### src/pkg/csd_params.svh
// Constants for the cycle-steal descriptor engine.
`ifndef CSD_PARAMS_SVH
`define CSD_PARAMS_SVH

// Control word bits, numbered with bit 15 as the most significant.
`define CSD_CW_CHAIN 15
`define CSD_CW_PCI 14
`define CSD_CW_SE 11
`define CSD_CW_BURST 0

// Word indices inside a transfer descriptor.
`define CSD_DW_CTRL 3'h0
`define CSD_DW_ID 3'h3
`define CSD_DW_SADDR 3'h4
`define CSD_DW_NEXT 3'h5
`define CSD_DW_COUNT 3'h6
`define CSD_DW_DADDR 3'h7
`define CSD_DW_LAST 3'h7

// Residual status block layout.
`define CSD_RSB_MAX_WORDS 8
`define CSD_RSB_EOC 15
`define CSD_RSB_NE 14

// Interrupt condition codes and status byte bit.
`define CSD_CC_PCI 3'h1
`define CSD_CC_EXC 3'h2
`define CSD_CC_END 3'h3
`define CSD_ISB_PDE 7

// Register byte addresses and fields.
`define CSD_REG_START 4'h0
`define CSD_REG_OPT 4'h4
`define CSD_REG_STATUS 4'h8
`define CSD_REG_RESID 4'hc
`define CSD_OPT_ILR 0
`define CSD_OPT_COD 1
`define CSD_OPT_RST 2'h0

// Channel clock and the highest allowed burst rate.
`define CSD_CLK_HZ 40000000
`define CSD_BURST_BPS 1332000
`define CSD_BYTES_PER_XFER 2

`endif

### src/pkg/csd_pkg.sv
// Types shared by the cycle-steal descriptor engine.
package csd_pkg;
  typedef enum logic [2:0] {
    CSD_IDLE   = 3'h0,
    CSD_FETCH  = 3'h1,
    CSD_DECODE = 3'h3,
    CSD_XFER   = 3'h2,
    CSD_RSB    = 3'h6,
    CSD_ENDD   = 3'h7,
    CSD_WIRQ   = 3'h5
  } csd_state_t;

  // Exception action type; code 0 on the device input means not suppressible.
  typedef enum logic [1:0] {
    CSD_ACT_NONE = 2'h0,
    CSD_ACT_CONT = 2'h1,
    CSD_ACT_TXFR = 2'h2,
    CSD_ACT_TCHN = 2'h3
  } csd_act_t;
endpackage : csd_pkg

### src/hw/csd_rate_gate.sv
// Spacing gate that keeps burst transfers under the channel rate limit.
`timescale 1ns/1ps
`include "csd_params.svh"
module csd_rate_gate import csd_pkg::*; #(
  parameter int CLK_HZ   = `CSD_CLK_HZ,
  parameter int RATE_BPS = `CSD_BURST_BPS,
  parameter int BYTES    = `CSD_BYTES_PER_XFER
) (
  input  wire logic mclk_i,
  input  wire logic rst_i,
  input  wire logic fire_i,
  output logic      ok_o
);
  // Least spacing rounds up to whole cycles.
  localparam int SPACING = (BYTES * CLK_HZ + RATE_BPS - 1) / RATE_BPS;
  localparam logic [7:0] LOAD = 8'(SPACING - 1);

  logic [7:0] cnt_q;

  assign ok_o = (cnt_q == 8'h00);

  always_ff @(posedge mclk_i) begin
    if (rst_i) begin
      cnt_q <= 8'h00;
    end else if (fire_i) begin
      cnt_q <= LOAD;
    end else if (!ok_o) begin
      cnt_q <= cnt_q - 8'h01;
    end
  end
endmodule : csd_rate_gate

### src/hw/csd_irq_slot.sv
// Single interrupt slot; a newer condition replaces a pending one.
`timescale 1ns/1ps
`include "csd_params.svh"
module csd_irq_slot import csd_pkg::*; (
  input  wire logic       mclk_i,
  input  wire logic       rst_i,
  input  wire logic       set_i,
  input  wire logic [2:0] cc_i,
  input  wire logic [7:0] info_i,
  input  wire logic       ack_i,
  output logic            req_o,
  output logic [2:0]      cc_o,
  output logic [7:0]      info_o
);
  always_ff @(posedge mclk_i) begin
    if (rst_i) begin
      req_o  <= 1'b0;
      cc_o   <= 3'h0;
      info_o <= 8'h00;
    end else if (set_i) begin
      // A new condition wins over an acknowledge in the same cycle.
      req_o  <= 1'b1;
      cc_o   <= cc_i;
      info_o <= info_i;
    end else if (ack_i) begin
      req_o  <= 1'b0;
    end
  end
endmodule : csd_irq_slot

### src/hw/csd_engine.sv
// Cycle-steal transfer engine driven by memory-resident transfer descriptors.
`timescale 1ns/1ps
`include "csd_params.svh"
module csd_engine import csd_pkg::*; #(
  parameter int RSB_WORDS = 2
) (
  input  wire logic        mclk_i,
  input  wire logic        rst_i,
  input  wire logic [3:0]  avs_address_i,
  input  wire logic        avs_read_i,
  input  wire logic        avs_write_i,
  input  wire logic [31:0] avs_writedata_i,
  input  wire logic [3:0]  avs_byteenable_i,
  output logic [31:0]      avs_readdata_o,
  output logic             avs_waitrequest_o,
  output logic             cs_req_o,
  output logic             cs_we_o,
  output logic [15:0]      cs_addr_o,
  output logic [15:0]      cs_wdata_o,
  input  wire logic        cs_ack_i,
  input  wire logic        cs_err_i,
  input  wire logic [15:0] cs_rdata_i,
  output logic             burst_hold_o,
  output logic             irq_req_o,
  output logic [2:0]       irq_cc_o,
  output logic [7:0]       irq_info_o,
  input  wire logic        irq_ack_i,
  input  wire logic        dv_valid_i,
  input  wire logic [15:0] dv_data_i,
  output logic             dv_ready_o,
  input  wire logic        exc_valid_i,
  input  wire logic [1:0]  exc_type_i,
  input  wire logic [7:0]  exc_flags_i,
  input  wire logic        exc_short_ilr_i,
  input  wire logic        exc_cod_i
);
  localparam logic [2:0] RSB_LAST = 3'(RSB_WORDS - 1);

  csd_state_t  state_q, state_d;
  csd_act_t    act_q, act_d;
  logic [2:0]  idx_q, idx_d;
  logic [15:0] ctrl_q, ctrl_d, saddr_q, saddr_d, next_q, next_d;
  logic [15:0] cnt_q, cnt_d, daddr_q, daddr_d, dcb_q, dcb_d;
  logic [7:0]  id_q, id_d, flags_q, flags_d;
  logic        hard_q, hard_d, real_q, real_d, stop_q, stop_d, sup_q, sup_d;
  logic        req_q, req_d, we_q, we_d, burst_q;
  logic [15:0] addr_q, addr_d, wdata_q, wdata_d;
  logic [1:0]  opt_q;
  logic        ack_q;
  logic [31:0] rdata_q;
  logic        irq_set;
  logic [2:0]  irq_cc;
  logic [7:0]  irq_info;
  logic        take;

  // Register bus decode: one wait cycle, then the access completes.
  wire acc      = avs_read_i | avs_write_i;
  wire wr_done  = avs_write_i & ack_q;
  wire hit_start = avs_address_i == `CSD_REG_START;
  wire hit_opt   = avs_address_i == `CSD_REG_OPT;
  wire hit_stat  = avs_address_i == `CSD_REG_STATUS;
  wire hit_resid = avs_address_i == `CSD_REG_RESID;
  wire start_wr = wr_done & hit_start & (&avs_byteenable_i[1:0]) & (state_q == CSD_IDLE);
  wire busy     = state_q != CSD_IDLE;
  wire [31:0] stat_word = {24'h0, irq_cc_o, irq_req_o, burst_q, state_q[2:0]} & 32'h0000_00ff;
  wire [31:0] rd_mux = hit_start ? {16'h0, dcb_q} :
                       hit_opt   ? {30'h0, opt_q} :
                       hit_stat  ? (stat_word | {31'h0, busy}) :
                       hit_resid ? {daddr_q, cnt_q} : 32'h0;

  // Descriptor option decode.
  wire opt_chain = ctrl_q[`CSD_CW_CHAIN];
  wire opt_pci   = ctrl_q[`CSD_CW_PCI];
  wire opt_se    = ctrl_q[`CSD_CW_SE];
  wire opt_burst = ctrl_q[`CSD_CW_BURST];
  wire data_done = (cnt_q < 16'h0002) | stop_q;
  wire rate_ok;
  wire benign    = (exc_short_ilr_i & opt_q[`CSD_OPT_ILR]) |
                   (exc_cod_i & opt_q[`CSD_OPT_COD]);
  // With suppression on, a clean descriptor ends with a normal end instead of chaining.
  wire chain_go  = opt_chain & (act_q != CSD_ACT_TCHN) & (~opt_se | real_q);
  // End-of-chain is set unless this descriptor really chains onward.
  wire eoc       = ~chain_go | hard_q;
  wire [15:0] rsb_w1 = {eoc, ~real_q, 6'h00, flags_q};
  wire permissive_normal_end       = opt_se & sup_q;

  assign avs_waitrequest_o = acc & ~ack_q;
  assign avs_readdata_o    = rdata_q;
  assign cs_req_o          = req_q;
  assign cs_we_o           = we_q;
  assign cs_addr_o         = addr_q;
  assign cs_wdata_o        = wdata_q;
  assign burst_hold_o      = burst_q;
  assign dv_ready_o        = take;

  always_ff @(posedge mclk_i) begin
    if (rst_i) begin
      ack_q   <= 1'b0;
      rdata_q <= 32'h0;
      opt_q   <= `CSD_OPT_RST;
    end else begin
      ack_q <= acc & ~ack_q;
      if (acc & ~ack_q) begin
        rdata_q <= rd_mux;
      end
      if (wr_done & hit_opt & avs_byteenable_i[0]) begin
        opt_q <= avs_writedata_i[1:0];
      end
    end
  end

  // Burst keeps the channel until the last data transfer has been acknowledged.
  always_ff @(posedge mclk_i) begin
    if (rst_i) begin
      burst_q <= 1'b0;
    end else begin
      burst_q <= (state_d == CSD_XFER) & opt_burst;
    end
  end

  csd_rate_gate u_rate (
    .mclk_i (mclk_i),
    .rst_i  (rst_i),
    .fire_i (take),
    .ok_o   (rate_ok)
  );

  csd_irq_slot u_irq (
    .mclk_i (mclk_i),
    .rst_i  (rst_i),
    .set_i  (irq_set),
    .cc_i   (irq_cc),
    .info_i (irq_info),
    .ack_i  (irq_ack_i),
    .req_o  (irq_req_o),
    .cc_o   (irq_cc_o),
    .info_o (irq_info_o)
  );

  always_comb begin
    state_d  = state_q;
    act_d    = act_q;
    idx_d    = idx_q;
    ctrl_d   = ctrl_q;
    saddr_d  = saddr_q;
    next_d   = next_q;
    cnt_d    = cnt_q;
    daddr_d  = daddr_q;
    dcb_d    = dcb_q;
    id_d     = id_q;
    flags_d  = flags_q;
    hard_d   = hard_q;
    real_d   = real_q;
    stop_d   = stop_q;
    sup_d    = sup_q;
    req_d    = req_q;
    we_d     = we_q;
    addr_d   = addr_q;
    wdata_d  = wdata_q;
    irq_set  = 1'b0;
    irq_cc   = `CSD_CC_END;
    irq_info = 8'h00;
    take     = 1'b0;
    case (state_q)
      CSD_IDLE: begin
        if (start_wr) begin
          dcb_d   = avs_writedata_i[15:0];
          sup_d   = 1'b0;
          idx_d   = 3'h0;
          state_d = CSD_FETCH;
        end
      end
      CSD_FETCH: begin
        if (!req_q) begin
          req_d  = 1'b1;
          we_d   = 1'b0;
          addr_d = dcb_q + {12'h0, idx_q, 1'b0};
        end else if (cs_ack_i) begin
          req_d = 1'b0;
          if (cs_err_i) begin
            hard_d  = 1'b1;
            state_d = CSD_ENDD;
          end else begin
            case (idx_q)
              `CSD_DW_CTRL:  ctrl_d  = cs_rdata_i;
              `CSD_DW_ID:    id_d    = cs_rdata_i[7:0];
              `CSD_DW_SADDR: saddr_d = cs_rdata_i;
              `CSD_DW_NEXT:  next_d  = cs_rdata_i;
              `CSD_DW_COUNT: cnt_d   = cs_rdata_i;
              `CSD_DW_DADDR: daddr_d = cs_rdata_i;
              default:       ;
            endcase
            idx_d   = idx_q + 3'h1;
            state_d = (idx_q == `CSD_DW_LAST) ? CSD_DECODE : CSD_FETCH;
          end
        end
      end
      CSD_DECODE: begin
        if (opt_pci) begin
          irq_set  = 1'b1;
          irq_cc   = `CSD_CC_PCI;
          irq_info = id_q;
        end
        state_d = CSD_XFER;
      end
      CSD_XFER: begin
        if (req_q) begin
          if (cs_ack_i) begin
            req_d = 1'b0;
            if (cs_err_i) begin
              hard_d = 1'b1;
              stop_d = 1'b1;
            end else begin
              cnt_d   = cnt_q - 16'h0002;
              daddr_d = daddr_q + 16'h0002;
            end
          end
        end else if (data_done) begin
          idx_d   = 3'h0;
          state_d = (opt_se & ~hard_q) ? CSD_RSB : CSD_ENDD;
        end else if (dv_valid_i & rate_ok) begin
          take    = 1'b1;
          req_d   = 1'b1;
          we_d    = 1'b1;
          addr_d  = daddr_q;
          wdata_d = dv_data_i;
        end
      end
      CSD_RSB: begin
        if (!req_q) begin
          req_d   = 1'b1;
          we_d    = 1'b1;
          addr_d  = saddr_q + {12'h0, idx_q, 1'b0};
          wdata_d = (idx_q == 3'h0) ? cnt_q :
                    (idx_q == 3'h1) ? rsb_w1 : 16'h0000;
        end else if (cs_ack_i) begin
          req_d = 1'b0;
          idx_d = idx_q + 3'h1;
          if (cs_err_i) begin
            hard_d  = 1'b1;
            state_d = CSD_ENDD;
          end else if (idx_q == RSB_LAST) begin
            state_d = CSD_ENDD;
          end
        end
      end
      CSD_ENDD: begin
        if (hard_q) begin
          irq_set  = 1'b1;
          irq_cc   = `CSD_CC_EXC;
          irq_info = flags_q;
          state_d  = CSD_WIRQ;
        end else if (chain_go) begin
          dcb_d   = next_q;
          idx_d   = 3'h0;
          act_d   = CSD_ACT_NONE;
          flags_d = 8'h00;
          real_d  = 1'b0;
          stop_d  = 1'b0;
          state_d = CSD_FETCH;
        end else begin
          irq_set  = 1'b1;
          irq_cc   = `CSD_CC_END;
          irq_info = {permissive_normal_end, 7'h00};
          state_d  = CSD_WIRQ;
        end
      end
      CSD_WIRQ: begin
        if (!irq_req_o) begin
          act_d   = CSD_ACT_NONE;
          flags_d = 8'h00;
          hard_d  = 1'b0;
          real_d  = 1'b0;
          stop_d  = 1'b0;
          state_d = CSD_IDLE;
        end
      end
      default: begin
        state_d = CSD_IDLE;
      end
    endcase
    // Device exceptions count only while data moves; flags accumulate.
    if ((state_q == CSD_XFER) && exc_valid_i && !stop_q) begin
      flags_d = flags_d | exc_flags_i;
      if (benign) begin
        sup_d = sup_d;
      end else if (!opt_se || (exc_type_i == CSD_ACT_NONE)) begin
        hard_d = 1'b1;
        stop_d = 1'b1;
      end else begin
        sup_d  = 1'b1;
        real_d = 1'b1;
        if (exc_type_i > act_d) begin
          act_d = csd_act_t'(exc_type_i);
        end
        if (exc_type_i != CSD_ACT_CONT) begin
          stop_d = 1'b1;
        end
      end
    end
  end

  always_ff @(posedge mclk_i) begin
    if (rst_i) begin
      state_q <= CSD_IDLE;
      act_q   <= CSD_ACT_NONE;
      idx_q   <= 3'h0;
      ctrl_q  <= 16'h0000;
      saddr_q <= 16'h0000;
      next_q  <= 16'h0000;
      cnt_q   <= 16'h0000;
      daddr_q <= 16'h0000;
      dcb_q   <= 16'h0000;
      id_q    <= 8'h00;
      flags_q <= 8'h00;
      hard_q  <= 1'b0;
      real_q  <= 1'b0;
      stop_q  <= 1'b0;
      sup_q   <= 1'b0;
      req_q   <= 1'b0;
      we_q    <= 1'b0;
      addr_q  <= 16'h0000;
      wdata_q <= 16'h0000;
    end else begin
      state_q <= state_d;
      act_q   <= act_d;
      idx_q   <= idx_d;
      ctrl_q  <= ctrl_d;
      saddr_q <= saddr_d;
      next_q  <= next_d;
      cnt_q   <= cnt_d;
      daddr_q <= daddr_d;
      dcb_q   <= dcb_d;
      id_q    <= id_d;
      flags_q <= flags_d;
      hard_q  <= hard_d;
      real_q  <= real_d;
      stop_q  <= stop_d;
      sup_q   <= sup_d;
      req_q   <= req_d;
      we_q    <= we_d;
      addr_q  <= addr_d;
      wdata_q <= wdata_d;
    end
  end
endmodule : csd_engine

### config.mk
export PLATFORM = sky130hd
export DESIGN_NAME = csd_engine
export DESIGN_NICKNAME = d
export VERILOG_FILES = /design/src/pkg/csd_pkg.sv /design/src/hw/csd_rate_gate.sv /design/src/hw/csd_irq_slot.sv /design/src/hw/csd_engine.sv
export VERILOG_INCLUDE_DIRS = /design/src /design/src/pkg
export SDC_FILE = /design/constraint.sdc
export NUM_CORES = 1
export LEC_CHECK = 0
export ABC_AREA = 1
export BUFFER_PORTS_ARGS = -buffer_cell sky130_fd_sc_hd__buf_4
export CAP_MARGIN = 10
export CELL_PAD_IN_SITES_DETAIL_PLACEMENT = 1
export CELL_PAD_IN_SITES_GLOBAL_PLACEMENT = 1
export CORE_ASPECT_RATIO = 0.9
export CORE_MARGIN = 5
export CORE_UTILIZATION = 40
export CTS_CLUSTER_SIZE = 14
export DETAILED_ROUTE_END_ITERATION = 10
export PLACE_DENSITY_LB_ADDON = 0.1
export RECOVER_POWER = 25
export SLEW_MARGIN = 0
export SYNTH_ARGS = -nofsm -noshare
export SYNTH_HDL_FRONTEND = slang
export SYNTH_SLANG_ARGS = --single-unit
### constraint.sdc
create_clock -name mclk_i -period 3.8 [get_ports mclk_i]
set_input_delay 0.38 -clock mclk_i [delete_from_list [all_inputs] [get_ports mclk_i]]
set_output_delay 0.38 -clock mclk_i [all_outputs]
set_load 0.01 [all_outputs]
==> results of run 1 <==
[state kept, by name, summed over array words and instances, names as in the netlist, 2 cells and up]
register,flops
dcb_q,16
u_irq.cc_o,2
ctrl_q,4
u_irq.info_o,8
state_q,3
opt_q,2
act_q,2
next_q,16
cs_wdata_o,16
u_rate.cnt_q,8
cnt_q,16
avs_readdata_o,32
idx_q,3
daddr_q,16
id_q,8
saddr_q,16
cs_addr_o,16
flags_q,8
[power by group through the flow]
stage               combinational (uW)  clock (uW)  sequential, uW
floorplan                          285           0            2260
global placement                   487           0            2260
detailed placement                 502           0            2260
CTS                                506        2390            2210
global route                       539        2470            2220
finish                             486        2360            2210
[stage by stage]
stage / utilization (%) / power, uW / area, um2 / setup WS [ns]
after floorplan: - / 2540 / 10100 / 1.10
after CTS: 48.9 / 5110 / 12200 / 0.919
final: 47.9 / 5060 / 12000 / 0.930
after detailed placement: 45.7 / 2760 / 11400 / 0.925
after global placement: 45.7 / 2740 / 11400 / 0.997
after global routing: 47.9 / 5230 / 12000 / 0.648
[how the worst max path moves through the flow]
stage | slack, ns | depth (start not counted) | to | start
2_1_floorplan | 1.10 | 17 | cs_addr_o[7] | state_q[0]
3_3_place_gp | 1.0 | 16 | cs_addr_o[11] | state_q[0]
3_5_place_dp | 0.92 | 16 | cs_addr_o[11] | state_q[0]
4_1_cts | 0.92 | 16 | cs_addr_o[11] | state_q[0]
5_1_grt | 0.65 | 16 | cs_addr_o[9] | state_q[0]
6_report | 0.93 | 16 | cs_addr_o[11] | state_q[0]
[layer usage]
metal	vias to the layer above	share of wire, %	track usage [%]	wire [um]
met5	-	0	0	0
met4	0	2.7	7.07	1030
met3	62	7.1	4.50	2690
li1	5047	-	-	-
met1	4977	49	39.5	18500
met2	330	41	37.3	15600
[cells by family (layout without fill, tap and decap cells)]
kind of cell / count (synthesis) / count (layout)
AO/OA/AOI/OAI: 409 / 409
other: 1 / 1
buffers and inverters: 220 / 361
adder cells (fa/ha/maj): 16 / 16
flip-flops: 201 / 201
XOR/XNOR: 20 / 20
AND/OR/NAND/NOR: 585 / 585
[worst max-delay path, stage by stage (launching register included)]
cell and delay (ns):
dfxtp_1 0.45, inv_4 0.10, nand3_4 0.08, buf_4 0.35
nand2_1 0.09, nand2_1 0.09, ha_1 0.16, inv_1 0.06
fa_1 0.40, o21ai_0 0.22, nand2_2 0.11, nor2_4 0.24
nand3_1 0.11, nand3_1 0.10, nand3_1 0.07, nand2_1 0.09
inv_1 0.04
[layout make-up]
cell class | instances | area (um2)
Clock inverter | 12 | 115
Timing Repair Buffer | 169 | 1030
Tap cell | 342 | 428
Clock buffer | 31 | 688
Inverter | 149 | 566
Sequential cell | 201 | 4020
Multi-Input combinational cell | 1031 | 5120
Fill cell | 3287 | 13000
[placed cells by master, fill, tap and decap left out, types with 3 or more instances in the layout]
| cell | Yosys | routed |
|---|---|---|
| o21ai_2 | 7 | 7 |
| ha_1 | 15 | 15 |
| nand3b_1 | 3 | 3 |
| nor2_2 | 11 | 11 |
| nor2_4 | 6 | 7 |
| xor2_1 | 18 | 18 |
| nand2_2 | 13 | 13 |
| o22ai_1 | 4 | 4 |
| nand2_4 | 3 | 3 |
| buf_4 | 10 | 100 |
| nor3_1 | 13 | 13 |
| dfxtp_1 | 201 | 201 |
| o21ai_0 | 224 | 224 |
| nor2_1 | 194 | 193 |
| inv_2 | 12 | 12 |
| clkbuf_8 | 0 | 4 |
| nand2_1 | 258 | 258 |
| o211ai_1 | 6 | 6 |
| or2_2 | 4 | 4 |
| clkbuf_1 | 41 | 70 |
| a41oi_1 | 4 | 4 |
| inv_1 | 133 | 132 |
| a22oi_1 | 9 | 9 |
| clkinv_2 | 0 | 9 |
| a31oi_1 | 27 | 27 |
| nand4_1 | 14 | 14 |
| a21oi_1 | 110 | 110 |
| nand3_1 | 60 | 60 |
| o21ai_1 | 4 | 4 |
| clkbuf_16 | 0 | 25 |
| a211oi_1 | 5 | 5 |
==> metrics.md, run 1 <==
| Metric | Value |
|---|---|
| H-tree Lvls | `1` |
| Setup tns final | `0 ns` |
| Area of the core | `roughly 25000 um2` |
| Synth Area in Adders | `slightly above 2%` |
| Reg clk slew, reported paths | `around 0.06 ns` |
| Synth Register Bits | `201` |
| Result of the run | `complete, no violations` |
| Antenna violations before repair | `1` |
| GPL Wtd Cong | `between 0.8 and 0.9` |
| Synth Area in Compound Gates | `a little over a fifth` |
| Pwr dens | `422 nW/um2` |
| WHS | `around 0.12 ns` |
| Synth top area share | `~40%` |
| DP Wirelength | `about 28000 um` |
| Max_cap viols | `0` |
| Slew HR | `44.1%` |
| Largest family of logic cells by synthesized area | `simple AND/OR/NAND/NOR gates` |
| Post-Route WL | `37800 um` |
| Syn Inst Count | `~1500` |
| Root Buffer | `clkbuf_16` |
| Fraction of the mapped netlist area in simple logic gates | `about a quarter` |
| Critical path type | `reg2reg` |
| Routed Antenna Nets | `0` |
| Ys async rst share | `0%` |
| DR vias | `approximately 10000` |
| Vias per inst | `~5.4` |
| Inst Count DP | `~1900` |
| Post-CTS Setup Repair Bufs | `0` |
| EDFF count, synth | `0` |
| Post-route DRC | `0` |
| Clock period minus worst slack | `approximately 2.9 ns` |
| Final nets | `1685` |
| Synth Area in XOR/XNOR | `1.74%` |
| Leakage power | `a little under 0.005 uW` |
| Initial cell density of the core | `between 40% and 50%` |
| Worst reg2reg startpoint | `state_q[0]` |
| Synth unique cells | `48` |
| Ranking of synthesized cells by area | `dfxtp_1, o21ai_0, nand2_1, nor2_1, a21oi_1` |
| Hold Path Class | `in2reg` |
| RSZ-0062 raised after global routing | `no` |
| Most frequent cell after synthesis | `nand2_1` |
| Clk_lat worst skew | `between 0.5 and 0.6 ns` |
| # diodes | `0` |
| Post-CTS sizing | `0` |
| Std cell rows | `55` |
| Max clock buf depth | `3` |
| Drt first-iter violations | `792` |
| Logic pwr share | `9.6%` |
| DRT Pass-1 Iters | `5` |
| Die area | `28400 um2` |
| Main synth FF type | `dfxtp_1` |
| Worst r2r dst | `cs_addr_o[11]` |
| Commonest cells post-synth | `nand2_1, o21ai_0, dfxtp_1` |
| CP Data Arrival Time | `about 3.3 ns` |
| Maximum vdd drop | `roughly 0.24 mV` |
| Fmax | `between 0.3 and 0.4 GHz` |
| Area growth, synth to finish | `19.0%` |
| Crit. End Element | `flop` |
| Worst-path maximum fanout | `29` |
| First-pass GRT wire length | `about 60000 um` |
| Clk pwr share | `46.6%` |
| Skew final | `approximately 0.011 ns` |
| Net Sw Frac | `around 25%` |
| Die width | `177 um` |
| IO Pins | `174` |
| Worst Reg-to-Reg Cells | `16` |
| Reg power frac | `43.8%` |
| CTS hold repair buffers | `0` |
| Clock sink count | `201` |
| CTS tree | `done` |
| Worst reg2reg setup slack | `0.93 ns` |
| Number of global-route vias before repair | `10215` |
| Max-slew violations | `0` |
| Drt wl/cell | `approximately 20 um` |
| Worst Max-Slew Pin Slew | `0.839 ns` |
| Die H | `160 um` |
| Sw Pwr | `around 1300 uW` |
| HP Start | `irq_ack_i` |
| All-Layer GR Usage | `25.8%` |
| Share of post-route cells with drive strength above 1 | `13.0%` |
| Grt total ovfl | `0` |
| PortBufs | `154` |
| Total CTS buffers | `24` |
| Largest net degree at the start of global routing | `90` |
| CP required | `4.22 ns` |
| Syn nets | `between 1500 and 2000` |
| Portion of netlist area occupied by mux cells | `0%` |
| Synth area leader | `dfxtp_1` |
| Endpoint, Worst Hold | `u_irq.req_o` |
| Syn Area/Cell | `slightly below 7 um2` |
| Hold Fails Final Rpt | `0` |
| Setup Viol. Count Final | `0` |
| Pint | `3770 uW` |
| Sequential share of the synthesized area | `40.0%` |
| WHS Path Cells | `4` |
| Fin cells | `around 1900` |
| Yosys warnings | `0` |
| Synth Cell Area | `between 10000 and 15000 um2` |
| Critical path launch point type | `flop` |
| Period Utilization, post-route | `roughly three quarters` |
Note: power is estimated with default switching activity, not from simulation.
==> run 2, diff against run 1 <==
- ABC_AREA: 1 -> 0
- CORE_UTILIZATION: 40 -> 41
- clock period: 3.8 -> 2.83 ns (I/O delays scaled with it)
==> run 2 against run 1 <==
Worst setup slack worse by 0.80 ns. Clock power up 42%. Combinational power up 32%. Total power up 37%. Non-clock buffer count up 47. Die area down 2.9%.
==> metrics.md, run 2 <==
| Metric | Value |
|---|---|
| Result of the run | `complete, no violations` |
| Area of the core | `24100 um2` |
| Commonest cells post-synth | `dfxtp_1, nor2_1, nand2_1` |
| RSZ-0062 raised after global routing | `no` |
| Leakage power | `roughly 0.0047 uW` |
| Share of post-route cells with drive strength above 1 | `between 10% and 20%` |
| Max reg flops | `32` |
| Worst Reg-to-Reg Cells | `12` |
| CP required | `2.55 ns` |
| Total CTS buffers | `24` |
| Initial cell density of the core | `41.4%` |
| Commonest cells after routing, fill and taps aside | `dfxtp_1, nor2_1, nand2_1, buf_4, a21oi_1` |
| DR vias | `around 10000` |
| Largest net degree at the start of global routing | `74` |
| Std cell rows | `54` |
| Critical path type | `reg2out` |
| Max clock buf depth | `3` |
| Top sig layer | `met4` |
| Met1 Routed Length | `~18000 um` |
| Worst Max-Slew Pin Slew | `between 0.8 and 0.9 ns` |
| All-Layer GR Usage | `27.0%` |
| Drt wl/cell | `about 22 um` |
| Fin area | `12400 um2` |
| Ranking of synthesized cells by area | `dfxtp_1, nor2_1, nand2_1, mux2i_1, a21oi_1` |
| Crit. End Element | `output port` |
| Clock sink count | `201` |
| Die width | `about 170 um` |
| Post-route DRC | `0` |
| Die H | `between 150 and 200 um` |
| Yosys warnings | `0` |
| DRT Pass-1 Iters | `5` |
| CTS tree | `done` |
| # diodes | `0` |
| Setup Viol. Count Final | `0` |
| H-tree Lvls | `1` |
| Routed Antenna Nets | `0` |
| GPL Wtd Cong | `0.903` |
| Fmax | `between 0.3 and 0.4 GHz` |
| Sequential share of the synthesized area | `about 40%` |
| Syn Inst Count | `1262` |
| Skew final | `0.0225 ns` |
| Critical path launch point type | `flop` |
| Syn nets | `about 1400` |
| CP Data Arrival Time | `~2.4 ns` |
| Commonest non-fill, non-tap cell in the layout | `dfxtp_1` |
| EDFF count, synth | `0` |
| Pwr dens | `approximately 560 nW/um2` |
| Clk_lat worst skew | `0.53 ns` |
| WHS Path Cells | `3` |
| Place WS | `around 0.19 ns` |
| Main synth FF type | `dfxtp_1` |
| PortBufs | `around 150` |
| Most frequent cell after synthesis | `dfxtp_1` |
| Die area | `between 20000 and 30000 um2` |
| Hold Path Class | `in2reg` |
| Area growth, synth to finish | `23.7%` |
| Synth unique cells | `69` |
| Grt total ovfl | `0` |
| Synth Cell Area | `roughly 10000 um2` |
| Period Utilization, post-route | `a little over nine tenths` |
| IO Pins | `around 170` |
| Max_cap viols | `0` |
| Wire length on met3 | `2330 um` |
| Clock period minus worst slack | `about 2.7 ns` |
| Setup tns final | `0 ns` |
| Total Power | `between 6000 and 7000 uW` |
| Final worst slack | `0.128 ns` |
| Synth Register Bits | `approximately 200` |
| Maximum vdd drop | `slightly below 0.4 mV` |
| DP Area | `~12000 um2` |
| Root Buffer | `clkbuf_16` |
| Worst-path maximum fanout | `22` |
| First-pass GRT wire length | `around 59000 um` |
| DP Wirelength | `27700 um` |
| Metal2 WL | `between 15000 and 20000 um` |
| Synth top area share | `around 40%` |
| Final nets | `roughly 1500` |
| Drt first-iter violations | `680` |
| Number of global-route vias before repair | `around 10000` |
| Syn Area/Cell | `7.92 um2` |
| Ys async rst share | `0%` |
| Max-slew violations | `0` |
| Fillers | `approximately 2900` |
| Antenna violations before repair | `0` |
| Post-Route WL | `between 30000 and 40000 um` |
| Synth area leader | `dfxtp_1` |
| Hold Fails Final Rpt | `0` |
| Slew HR | `a little over two fifths` |
| Worst reg2reg setup slack | `~0.18 ns` |
| Reg clk slew, reported paths | `around 0.060 ns` |
| Vias per inst | `between 5 and 6` |
run 2: logic make-up after synthesis:
kind of cell | Yosys count | share of synthesized area (%)
adder cells (fa/ha/maj) | 16 | 2.08
buffers and inverters | 126 | 4.95
flip-flops | 201 | 40.3
AND/OR/NAND/NOR | 521 | 23.6
multiplexers | 57 | 5.90
AO/OA/AOI/OAI | 326 | 21.9
other | 1 | 0.0375
XOR/XNOR | 14 | 1.23
run 2: metrics by stage:
| stage | hold WS [ns] | cells | util (%) |
|---|---|---|---|
| 2_1_floorplan | 0.421 | 1262 | - |
| 3_3_place_gp | 0.438 | 1671 | 48.1 |
| 3_5_place_dp | 0.447 | 1671 | 48.1 |
| 4_1_cts | 0.0103 | 1723 | 52.1 |
| 5_1_grt | 0.0319 | 1725 | 51.3 |
| 6_report | 0.0283 | 1725 | 51.3 |
run 2: worst max-delay path, cell delays in order (launching register included):
cell and delay [ns]:
dfxtp_1 0.39, buf_8 0.20, or3b_4 0.44, buf_4 0.21
or3_4 0.41, inv_1 0.11, buf_4 0.13
run 2: final cells by class:
cell class	count	area (um2)	area share, %
multi-input cells	935	5580	45.1
flip-flops and latches	201	4020	32.6
clock buffers	33	684	5.54
inverters	22	82.6	0.668
clock inverters	10	168	1.36
well taps	308	385	3.12
repair buffers	216	1440	11.6
run 2: power breakdown:
| part | switching, uW | internal, uW | leakage [uW] |
|---|---|---|---|
| Clock | 1290 | 2060 | 0.000416 |
| Combinational | 365 | 277 | 0.00267 |
| Sequential | 60.1 | 2880 | 0.00162 |
| Total | 1710 | 5220 | 0.00471 |
run 2: worst paths after layout:
| kind | start | endpoint |
|---|---|---|
| min | avs_writedata_i[10] | dcb_q[10] |
| min reg2reg | avs_readdata_o[19] | avs_readdata_o[19] |
| max reg2reg | state_q[1] | cs_addr_o[11] |
| max | state_q[1] | dv_ready_o |
run 2: timing repair:
item,CTS,global route
gates resized for setup,8,5
endpoints found under the setup margin,1,2
pin swaps,0,1
hold buffers,9,0
endpoints found under the hold margin,9,0
setup buffers,0,2
run 2: per-layer routing:
layer  GRT usage (%)  up-vias
met4            7.33        0
met2            43.3      324
met1            38.4     5026
met5               0        -
met3            3.58       60
li1                -     4827
